**src/trim_swap_defines.vh**
```
// Register indices, field layouts, reset values and timing constants
`ifndef TRIM_SWAP_DEFINES_VH
`define TRIM_SWAP_DEFINES_VH

// ****************************************
// Register indices (byte address = 4 x index)
// ****************************************
`define IDX_BANDGAP 10'h07c
`define IDX_TERM_A 10'h07e
`define IDX_TERM_B 10'h07f
`define IDX_TERM_C 10'h080
`define IDX_TERM_D 10'h081
`define IDX_OVERLAP 10'h09a
`define IDX_STEER 10'h09b
`define IDX_SWAP_CTRL 10'h0a0
`define IDX_SWAP_STATUS 10'h0a1
`define IDX_SWAP_COUNT 10'h0a2

// ****************************************
// Field layouts
// ****************************************
`define BANDGAP_W 4
`define TERM_W 8
`define DELAY_W 5
`define OVERLAP_LEN_W 7
`define CTRL_CAL_EN_BIT 0
`define STAT_BUSY_BIT 0
`define STAT_DUAL_BIT 1
`define STAT_SELECT_BIT 2

// ****************************************
// Reset values
// ****************************************
`define BANDGAP_RESET 4'h0
`define TERM_RESET 8'h00
`define OVERLAP_RESET 5'h08
`define STEER_RESET 5'h07

// ****************************************
// Timing: overlap = base + 2 x setting, in converter clocks
// ****************************************
`define OVERLAP_BASE 7'h04

`endif

```
**src/swap_timer.v**
```verilog
// Timing of one background converter swap
`include "trim_swap_defines.vh"

module swap_timer #(
	parameter DW = `DELAY_W,
	parameter LW = `OVERLAP_LEN_W
) (
	input wire clk,
	input wire resetn,
	input wire start,
	input wire [DW-1:0] overlap_set,
	input wire [DW-1:0] steer_delay_set,
	output reg busy,
	output reg dual_sample,
	output reg steer_select,
	output reg done
);

	localparam S_IDLE = 1'b0;
	localparam S_SWAP = 1'b1;

	reg state_reg;
	reg [LW-1:0] len_reg;
	reg [DW-1:0] delay_reg;
	reg [LW-1:0] cnt_reg;
	reg flipped_reg;
	wire [LW-1:0] len_next;
	wire window_end;
	wire flip_now;

	// ****************************************
	// Window length from the latched setting
	// ****************************************
	assign len_next = `OVERLAP_BASE + {overlap_set, 1'b0};
	assign window_end = dual_sample && (cnt_reg == len_reg - 7'h01);
	assign flip_now = !flipped_reg && (cnt_reg == {2'b00, delay_reg});

	// ****************************************
	// Swap sequencer
	// ****************************************
	always @(posedge clk or negedge resetn) begin
		if (!resetn) begin
			state_reg <= S_IDLE;
			len_reg <= {LW{1'b0}};
			delay_reg <= {DW{1'b0}};
			cnt_reg <= {LW{1'b0}};
			flipped_reg <= 1'b0;
			busy <= 1'b0;
			dual_sample <= 1'b0;
			steer_select <= 1'b0;
			done <= 1'b0;
		end else begin
			done <= 1'b0;
			case (state_reg)
				S_IDLE: begin
					if (start) begin
						// Settings sampled only at swap start
						len_reg <= len_next;
						delay_reg <= steer_delay_set;
						cnt_reg <= {LW{1'b0}};
						flipped_reg <= 1'b0;
						busy <= 1'b1;
						dual_sample <= 1'b1;
						state_reg <= S_SWAP;
					end
				end
				S_SWAP: begin
					cnt_reg <= cnt_reg + 7'h01;
					if (window_end) begin
						dual_sample <= 1'b0;
					end
					if (flip_now) begin
						// Select flips a set delay after start
						steer_select <= !steer_select;
						flipped_reg <= 1'b1;
					end
					if ((flipped_reg || flip_now) &&
						(!dual_sample || window_end)) begin
						busy <= 1'b0;
						done <= 1'b1;
						state_reg <= S_IDLE;
					end
				end
				default: begin
					state_reg <= S_IDLE;
				end
			endcase
		end
	end

endmodule

```
**src/trim_and_swap_delay_regs.v**
```verilog
// Trim and swap delay register bank with Avalon-MM slave
`include "trim_swap_defines.vh"

module trim_and_swap_delay_regs #(
	parameter AW = 12,
	parameter BW = `BANDGAP_W,
	parameter TW = `TERM_W,
	parameter DW = `DELAY_W
) (
	input wire clk,
	input wire resetn,
	input wire [AW-1:0] address,
	input wire read,
	input wire write,
	input wire [31:0] writedata,
	input wire [3:0] byteenable,
	output reg [31:0] readdata,
	output wire waitrequest,
	input wire [BW-1:0] factory_bandgap,
	input wire [TW-1:0] factory_term_a,
	input wire [TW-1:0] factory_term_b,
	input wire [TW-1:0] factory_term_c,
	input wire [TW-1:0] factory_term_d,
	input wire swap_start,
	output reg [BW-1:0] bandgap_adjust,
	output wire [TW-1:0] termination_adjust_in_a,
	output wire [TW-1:0] termination_adjust_in_b,
	output wire [TW-1:0] termination_adjust_in_c,
	output wire [TW-1:0] termination_adjust_in_d,
	output reg cal_enable,
	output wire dual_sample,
	output wire steer_select,
	output wire swap_busy
);

	// ****************************************
	// Address decode
	// ****************************************
	function hit;
		input [AW-1:0] addr;
		input [9:0] idx;
		begin
			hit = (addr[AW-1:2] == idx) && (addr[1:0] == 2'b00);
		end
	endfunction

	// ****************************************
	// Declarations
	// ****************************************
	reg loaded_reg;
	reg ack_reg;
	reg [TW-1:0] term_reg [0:3];
	reg [DW-1:0] dual_sample_overlap;
	reg [DW-1:0] steering_select_delay;
	reg [7:0] swap_count_reg;
	reg [31:0] read_next;
	wire req;
	wire wr_commit;
	wire lane0;
	wire [4*TW-1:0] factory_term_all;
	wire swap_done;
	wire swap_go;

	assign factory_term_all = {factory_term_d, factory_term_c,
		factory_term_b, factory_term_a};
	assign termination_adjust_in_a = term_reg[0];
	assign termination_adjust_in_b = term_reg[1];
	assign termination_adjust_in_c = term_reg[2];
	assign termination_adjust_in_d = term_reg[3];

	// ****************************************
	// Bus handshake
	// ****************************************
	assign req = read | write;
	assign waitrequest = !ack_reg;
	assign wr_commit = write && ack_reg;
	assign lane0 = byteenable[0];

	always @(posedge clk or negedge resetn) begin
		if (!resetn) begin
			ack_reg <= 1'b0;
		end else begin
			ack_reg <= req && loaded_reg && !ack_reg;
		end
	end

	// ****************************************
	// Factory load after reset release
	// ****************************************
	always @(posedge clk or negedge resetn) begin
		if (!resetn) begin
			loaded_reg <= 1'b0;
		end else begin
			loaded_reg <= 1'b1;
		end
	end

	// ****************************************
	// Band-gap trim
	// ****************************************
	always @(posedge clk or negedge resetn) begin
		if (!resetn) begin
			bandgap_adjust <= `BANDGAP_RESET;
		end else if (!loaded_reg) begin
			bandgap_adjust <= factory_bandgap;
		end else if (wr_commit && lane0 &&
			hit(address, `IDX_BANDGAP)) begin
			bandgap_adjust <= writedata[BW-1:0];
		end
	end

	// ****************************************
	// Termination trims, one per input
	// ****************************************
	genvar i;
	generate
		for (i = 0; i < 4; i = i + 1) begin : g_term
			localparam [9:0] TERM_IDX = `IDX_TERM_A + i;
			always @(posedge clk or negedge resetn) begin
				if (!resetn) begin
					term_reg[i] <= `TERM_RESET;
				end else if (!loaded_reg) begin
					term_reg[i] <= factory_term_all[i*TW +: TW];
				end else if (wr_commit && lane0 &&
					hit(address, TERM_IDX)) begin
					term_reg[i] <= writedata[TW-1:0];
				end
			end
		end
	endgenerate

	// ****************************************
	// Swap delay settings and calibration enable
	// ****************************************
	always @(posedge clk or negedge resetn) begin
		if (!resetn) begin
			dual_sample_overlap <= `OVERLAP_RESET;
			steering_select_delay <= `STEER_RESET;
			cal_enable <= 1'b0;
		end else if (wr_commit && lane0) begin
			if (hit(address, `IDX_OVERLAP)) begin
				dual_sample_overlap <= writedata[DW-1:0];
			end else if (hit(address, `IDX_STEER)) begin
				steering_select_delay <= writedata[DW-1:0];
			end else if (hit(address, `IDX_SWAP_CTRL)) begin
				cal_enable <= writedata[`CTRL_CAL_EN_BIT];
			end
		end
	end

	// ****************************************
	// Swap sequencing
	// ****************************************
	// Swaps start only with calibration enabled
	assign swap_go = swap_start && cal_enable && !swap_busy;

	swap_timer #(
		.DW(DW),
		.LW(`OVERLAP_LEN_W)
	) u_swap_timer (
		.clk(clk),
		.resetn(resetn),
		.start(swap_go),
		.overlap_set(dual_sample_overlap),
		.steer_delay_set(steering_select_delay),
		.busy(swap_busy),
		.dual_sample(dual_sample),
		.steer_select(steer_select),
		.done(swap_done)
	);

	always @(posedge clk or negedge resetn) begin
		if (!resetn) begin
			swap_count_reg <= 8'h00;
		end else if (swap_done) begin
			swap_count_reg <= swap_count_reg + 8'h01;
		end
	end

	// ****************************************
	// Read mux, reserved bits read as zero
	// ****************************************
	always @* begin
		read_next = 32'h00000000;
		if (hit(address, `IDX_BANDGAP)) begin
			read_next[BW-1:0] = bandgap_adjust;
		end else if (hit(address, `IDX_TERM_A)) begin
			read_next[TW-1:0] = term_reg[0];
		end else if (hit(address, `IDX_TERM_B)) begin
			read_next[TW-1:0] = term_reg[1];
		end else if (hit(address, `IDX_TERM_C)) begin
			read_next[TW-1:0] = term_reg[2];
		end else if (hit(address, `IDX_TERM_D)) begin
			read_next[TW-1:0] = term_reg[3];
		end else if (hit(address, `IDX_OVERLAP)) begin
			read_next[DW-1:0] = dual_sample_overlap;
		end else if (hit(address, `IDX_STEER)) begin
			read_next[DW-1:0] = steering_select_delay;
		end else if (hit(address, `IDX_SWAP_CTRL)) begin
			read_next[`CTRL_CAL_EN_BIT] = cal_enable;
		end else if (hit(address, `IDX_SWAP_STATUS)) begin
			read_next[`STAT_BUSY_BIT] = swap_busy;
			read_next[`STAT_DUAL_BIT] = dual_sample;
			read_next[`STAT_SELECT_BIT] = steer_select;
		end else if (hit(address, `IDX_SWAP_COUNT)) begin
			read_next[7:0] = swap_count_reg;
		end
	end

	always @(posedge clk or negedge resetn) begin
		if (!resetn) begin
			readdata <= 32'h00000000;
		end else if (read && loaded_reg && !ack_reg) begin
			readdata <= read_next;
		end
	end

endmodule

```
**config.mk**
```make
export PLATFORM = sky130hd
export DESIGN_NAME = trim_and_swap_delay_regs
export DESIGN_NICKNAME = d
export VERILOG_FILES = /design/src/swap_timer.v /design/src/trim_and_swap_delay_regs.v
export VERILOG_INCLUDE_DIRS = /design/src
export SDC_FILE = /design/constraint.sdc
export NUM_CORES = 1
export LEC_CHECK = 0
export BUFFER_PORTS_ARGS = -buffer_cell sky130_fd_sc_hd__buf_4
export CAP_MARGIN = 0
export CORE_UTILIZATION = 50
export CTS_CLUSTER_SIZE = 8
export DETAILED_ROUTE_END_ITERATION = 6
export PLACE_DENSITY_LB_ADDON = 0.08
export RECOVER_POWER = 50
export SLEW_MARGIN = 40
export SYNTH_ARGS = -nofsm -noshare
export SYNTH_HDL_FRONTEND = slang
export SYNTH_SLANG_ARGS = --single-unit
```
**constraint.sdc**
```tcl
create_clock -name clk -period 4.6 [get_ports clk]
set_input_delay 0.46 -clock clk [delete_from_list [all_inputs] [get_ports clk]]
set_output_delay 0.46 -clock clk [all_outputs]
set_load 0.01 [all_outputs]
```
# Word level (Yosys, flattened, before mapping)
# Cells that the tools add are included.
dict set report classes {
  n_addsub 4
  reduce_logical 42
  bitwise 4
  n_mux 49
  eq_ne 21
}
# cell n
set ops {}
lappend ops {{8-bit 2-to-1 mux} 22}
lappend ops {{10-bit by 8-bit equality test with 1-bit output (second input constant)} 7}
lappend ops {{10-bit by 7-bit equality test with 1-bit output (second input constant)} 3}
lappend ops {{1-bit logical AND} 26}
lappend ops {{4-bit 2-to-1 mux} 4}
lappend ops {{5-bit 2-to-1 mux} 3}
lappend ops {{7-bit 2-to-1 mux} 2}
lappend ops {{7-bit case mux with 2 select lines} 1}
lappend ops {{2-bit AND reduction} 6}
lappend ops {{1-bit 2-to-1 mux} 10}
lappend ops {{2-bit by 1-bit inequality test with 1-bit output (second input constant)} 5}
lappend ops {{3-bit 2-to-1 mux} 3}
lappend ops {{8-bit by 1-bit adder with 8-bit output (second input constant)} 1}
lappend ops {{2-bit inequality test (second input constant)} 4}
lappend ops {{1-bit case mux with 2 select lines} 4}
lappend ops {{3-bit by 6-bit adder with 7-bit output (first input constant)} 1}
lappend ops {{7-bit by 1-bit adder with 7-bit output (second input constant)} 1}
lappend ops {{7-bit by 5-bit equality test with 1-bit output} 1}
lappend ops {{7-bit equality test} 1}
lappend ops {{7-bit by 1-bit subtractor with 7-bit output (second input constant)} 1}
lappend ops {{1-bit zero test} 5}
lappend ops {{4-bit AND reduction} 1}
lappend ops {{1-bit NOT} 3}
lappend ops {{3-bit AND reduction} 1}
lappend ops {{other kinds (3)} 4}
dict set report word_totals {
  in_bits 89
  word_cells 141
  regBits 90
}

# Longest topological paths before layout
dict set report logic_depth {
  depth_word 21
  depth_mapped 7
  mapped_depth_nobuf 7
}

# Modules after synthesis
# Synthesis repeated with hierarchy kept, for this count alone.
dict set report hier_totals {
  cells_unflattened 502
  area_unflattened_um2 5042.3
}
# mod n_inst cells_per_inst seq_area_each_um2 area_per_inst_um2
set by_module_without_submodules {}
lappend by_module_without_submodules {trim_and_swap_delay_regs 1 385 1631.6 3814.9}
lappend by_module_without_submodules {swap_timer 1 117 600.6 1227.4}

# Worst setup path after synthesis
# OpenSTA, ideal clock, no wires.
dict set report synth_timing {
  path_type {input to register}
  startpoint {input port address[11]}
  endpoint {register term_reg (netlist bit termination_adjust_in_d[7])}
  path_slack_ns 2.590
  t_arrival_ns 1.873
  path_stages 5
  required_time_ns 4.463
  setup_ns 0.137
  cell_sequence {or4_4 > nor4_4 > nand3_4 > mux2i_1 > a21oi_1}
}
dict set report synth_between {
  elab_chain_cells 4
}
# element line_no
set synth_lines {}
lappend synth_lines {{from (decl)} trim_and_swap_delay_regs.v:12} ;# input wire [AW-1:0] address,
lappend synth_lines {{10-bit by 8-bit equality test with 1-bit output} trim_and_swap_delay_regs.v:43} ;# hit = (addr[AW-1:2] == idx) && (addr[1:0] == 2'b00);
lappend synth_lines {{1-bit logical AND} trim_and_swap_delay_regs.v:43}
lappend synth_lines {{1-bit logical AND} trim_and_swap_delay_regs.v:124} ;# end else if (wr_commit && lane0 &&
lappend synth_lines {{2-bit by 1-bit inequality test with 1-bit output (no source line)} --}
lappend synth_lines {{to (signal, indexed assignment)} trim_and_swap_delay_regs.v:121} ;# term_reg[i] <= `TERM_RESET;
lappend synth_lines {{to (signal, indexed assignment)} trim_and_swap_delay_regs.v:123} ;# term_reg[i] <= factory_term_all[i*TW +: TW];
lappend synth_lines {{to (signal, indexed assignment)} trim_and_swap_delay_regs.v:126} ;# term_reg[i] <= writedata[TW-1:0];
lappend synth_lines {{to (decl)} trim_and_swap_delay_regs.v:52} ;# reg [TW-1:0] term_reg [0:3];
# No other way between the ends.
# A chain may end at the register's enable or synchronous reset.

==> results.json <==
{
  "run_status": "complete, but fails checks",
  "violations": "capacitance limit, slew limit",
  "cts_max_level": 3,
  "wirelength_mm": 13.1,
  "crit_chain": "clkbuf_1",
  "clk_pin_slew_ns": 0.09,
  "ant_nets": 0,
  "dpl.hpwl_mm": 9.43,
  "crit_fanout": 56,
  "ys_top_cells_by_area": "dfrtp_1, mux2i_1, a21oi_1",
  "via_per_inst": 5.60,
  "synthCells": 519,
  "fmax_mhz": 359,
  "grt_pass1_wl_mm": 20.6,
  "synth_area_um2": 4980,
  "grt_max_degree": 76,
  "ys_types": 61,
  "path_delay_family": "buffers and inverters",
  "cp.required_ns": 4.40,
  "power_leakage_nw": 2.77,
  "nets": 710,
  "crit_path_end_kind": "async pin",
  "cts_setup_buffers": 0,
  "min_path_type": "input pin to register",
  "synth_edf_count": 0,
  "cts_resized": 0,
  "grt_pass1_vias": 3926,
  "globalplace.congestion": 0.910,
  "async_flop_share": 1.00,
  "layout_min_cycle_time_ns": 2.79,
  "yosysTopAreaCellShare": 0.427,
  "slew_headroom": -1.01,
  "worst_slack_ns": 1.81,
  "tightest_slew_ns": 3.02,
  "synth_seq_cells": 89,
  "cts_tree": "done",
  "port_buffers": 110,
  "die_w_um": 102,
  "slew_violations": 57,
  "antenna_found_initial": 0,
  "first_iter_violations": 303,
  "fin_crit_sh": 0.606,
  "synthMostInstantiatedCell": "dfrtp_1",
  "rows": 36,
  "ys.flop_type": "dfrtp_1",
  "track_usage": 0.264,
  "cts_buffers": 9,
  "crit_arrival_ns": 2.59,
  "reg2reg_slack_ns": 2.36,
  "crit_path_top_delay_cell": "clkbuf_1",
  "dpl_worst_slack_ns": 1.96,
  "core_um2": 9730,
  "dieHeight_um": 102,
  "critPathMaxStageDelay_ns": 2.10,
  "ys_top_cells_by_count": "dfrtp_1, nor2_1, a21oi_1",
  "cp_num_buf_inv": 1,
  "drive_above_1_share": 0.243,
  "power.density_nw_per_um2": 277,
  "fin_setup_tns_ns": 0,
  "drc": 0,
  "grt_overflow": 0,
  "rsz0062_at_grt": "no",
  "dr.pass1.iters": 5,
  "top_level_ports": 162,
  "setup_viol": 0,
  "skew_ns": 0.0119,
  "ys_seq_area_frac": 0.448,
  "antenna_cells": 0,
  "clkSinkCount": 89,
  "dieArea_um2": 10400,
  "peakVddDrop_mv": 0.142,
  "final-hold-violation-count": 0,
  "drv_cap": 1,
  "clk_latency_ns": 0.36,
  "cts.path.max_buffers": 2,
  "synth_area_leader_cell": "dfrtp_1",
  "yosys_warnings": 0,
  "start_kind": "input pin",
  "critical_path_class": "input pin to async pin",
  "root_buffer": "clkbuf_8",
  "start_util": 0.512,
  "hold_buffers": 0,
  "dr_total_vias": 4225,
  "avgRoutedWirePerCell_um": 17.3,
  "syn_avg_cell_area_um2": 9.59,
  "syn2layout_area_growth_pct": 19.2
}
==> routing by layer <==
layer	routed length, µm	share of wire	track usage
met1	6140	0.47	0.391
met2	5880	0.45	0.394
met3	815	0.062	0.0366
met4	222	0.017	0.0914
met5	0	0	0
==> through the flow <==
step | std cells | util | hold slack (ns) | instance area [µm²] | power [mW]
after floorplan | 542 | - | 0.164 | 5060 | 0.995
after global placement | 739 | 0.596 | 0.466 | 5800 | 1.13
after detailed placement | 739 | 0.596 | 0.453 | 5800 | 1.14
after CTS | 755 | 0.615 | 0.174 | 5980 | 1.66
after global routing | 755 | 0.610 | 0.340 | 5940 | 1.71
final | 755 | 0.610 | 0.332 | 5940 | 1.64
==> power by group <==
group | switching [mW] | internal (mW)
Sequential | 0.0354 | 0.822
Clock | 0.279 | 0.252
Combinational | 0.140 | 0.114
==> worst paths after layout <==
check / start / endpoint / depth (start not counted)
max: resetn / readdata[3] / 1
min: factory_term_c[6] / termination_adjust_in_c[6] / 3
max reg2reg: u_swap_timer.len_reg[1] / u_swap_timer.busy / 7
min reg2reg: swap_count_reg[7] / swap_count_reg[7] / 1
max in group clk: address[11] / readdata[2] / 6
min in group asynchronous: resetn / u_swap_timer.cnt_reg[2] / 1
==> cell type report <==
cell class | count | area [µm²]
multi-input cells | 395 | 2520
fillers | 873 | 3790
clock inverters | 5 | 57.6
clock buffers | 11 | 131
flip-flops and latches | 89 | 2230
inverters | 10 | 37.5
repair buffers | 112 | 792
well taps | 133 | 166
==> layout by cell type (no fill, tap or decap), types with 3 or more instances in the layout <==
master,netlist,routed
nor4_1,3,3
nand3_1,21,21
o21ai_0,17,17
dfstp_2,4,4
buf_4,25,99
and3_1,8,8
a221oi_1,6,6
nand2_1,41,41
inv_1,10,10
mux2i_1,38,38
nand2b_1,8,8
nor2_1,62,62
conb_1,2,25
nor2b_1,4,4
dfrtp_1,85,84
xor2_1,13,13
xnor2_1,8,8
ha_1,4,4
nor3_1,3,3
clkbuf_8,0,9
a31oi_1,4,4
mux2_2,18,18
a22oi_1,3,3
clkbuf_1,20,15
o22ai_1,5,5
nand4_1,13,13
a21oi_1,49,49
==> logic make-up (layout without fill, tap and decap cells) <==
group | Yosys count | after routing | share of synthesized area
buffers and inverters | 58 | 138 | 0.0633
other | 2 | 25 | 0.00151
multiplexers | 56 | 56 | 0.117
adder cells (fa/ha/maj) | 4 | 4 | 0.0101
AO/OA/AOI/OAI | 106 | 106 | 0.134
flip-flops | 89 | 89 | 0.448
AND/OR/NAND/NOR | 183 | 183 | 0.189
XOR/XNOR | 21 | 21 | 0.0369
==> worst min-delay path, stage by stage <==
cell and delay (ns):
buf_4 0.07, nor2_1 0.03, a21oi_1 0.09
Note: power is estimated with default switching activity, not from simulation.
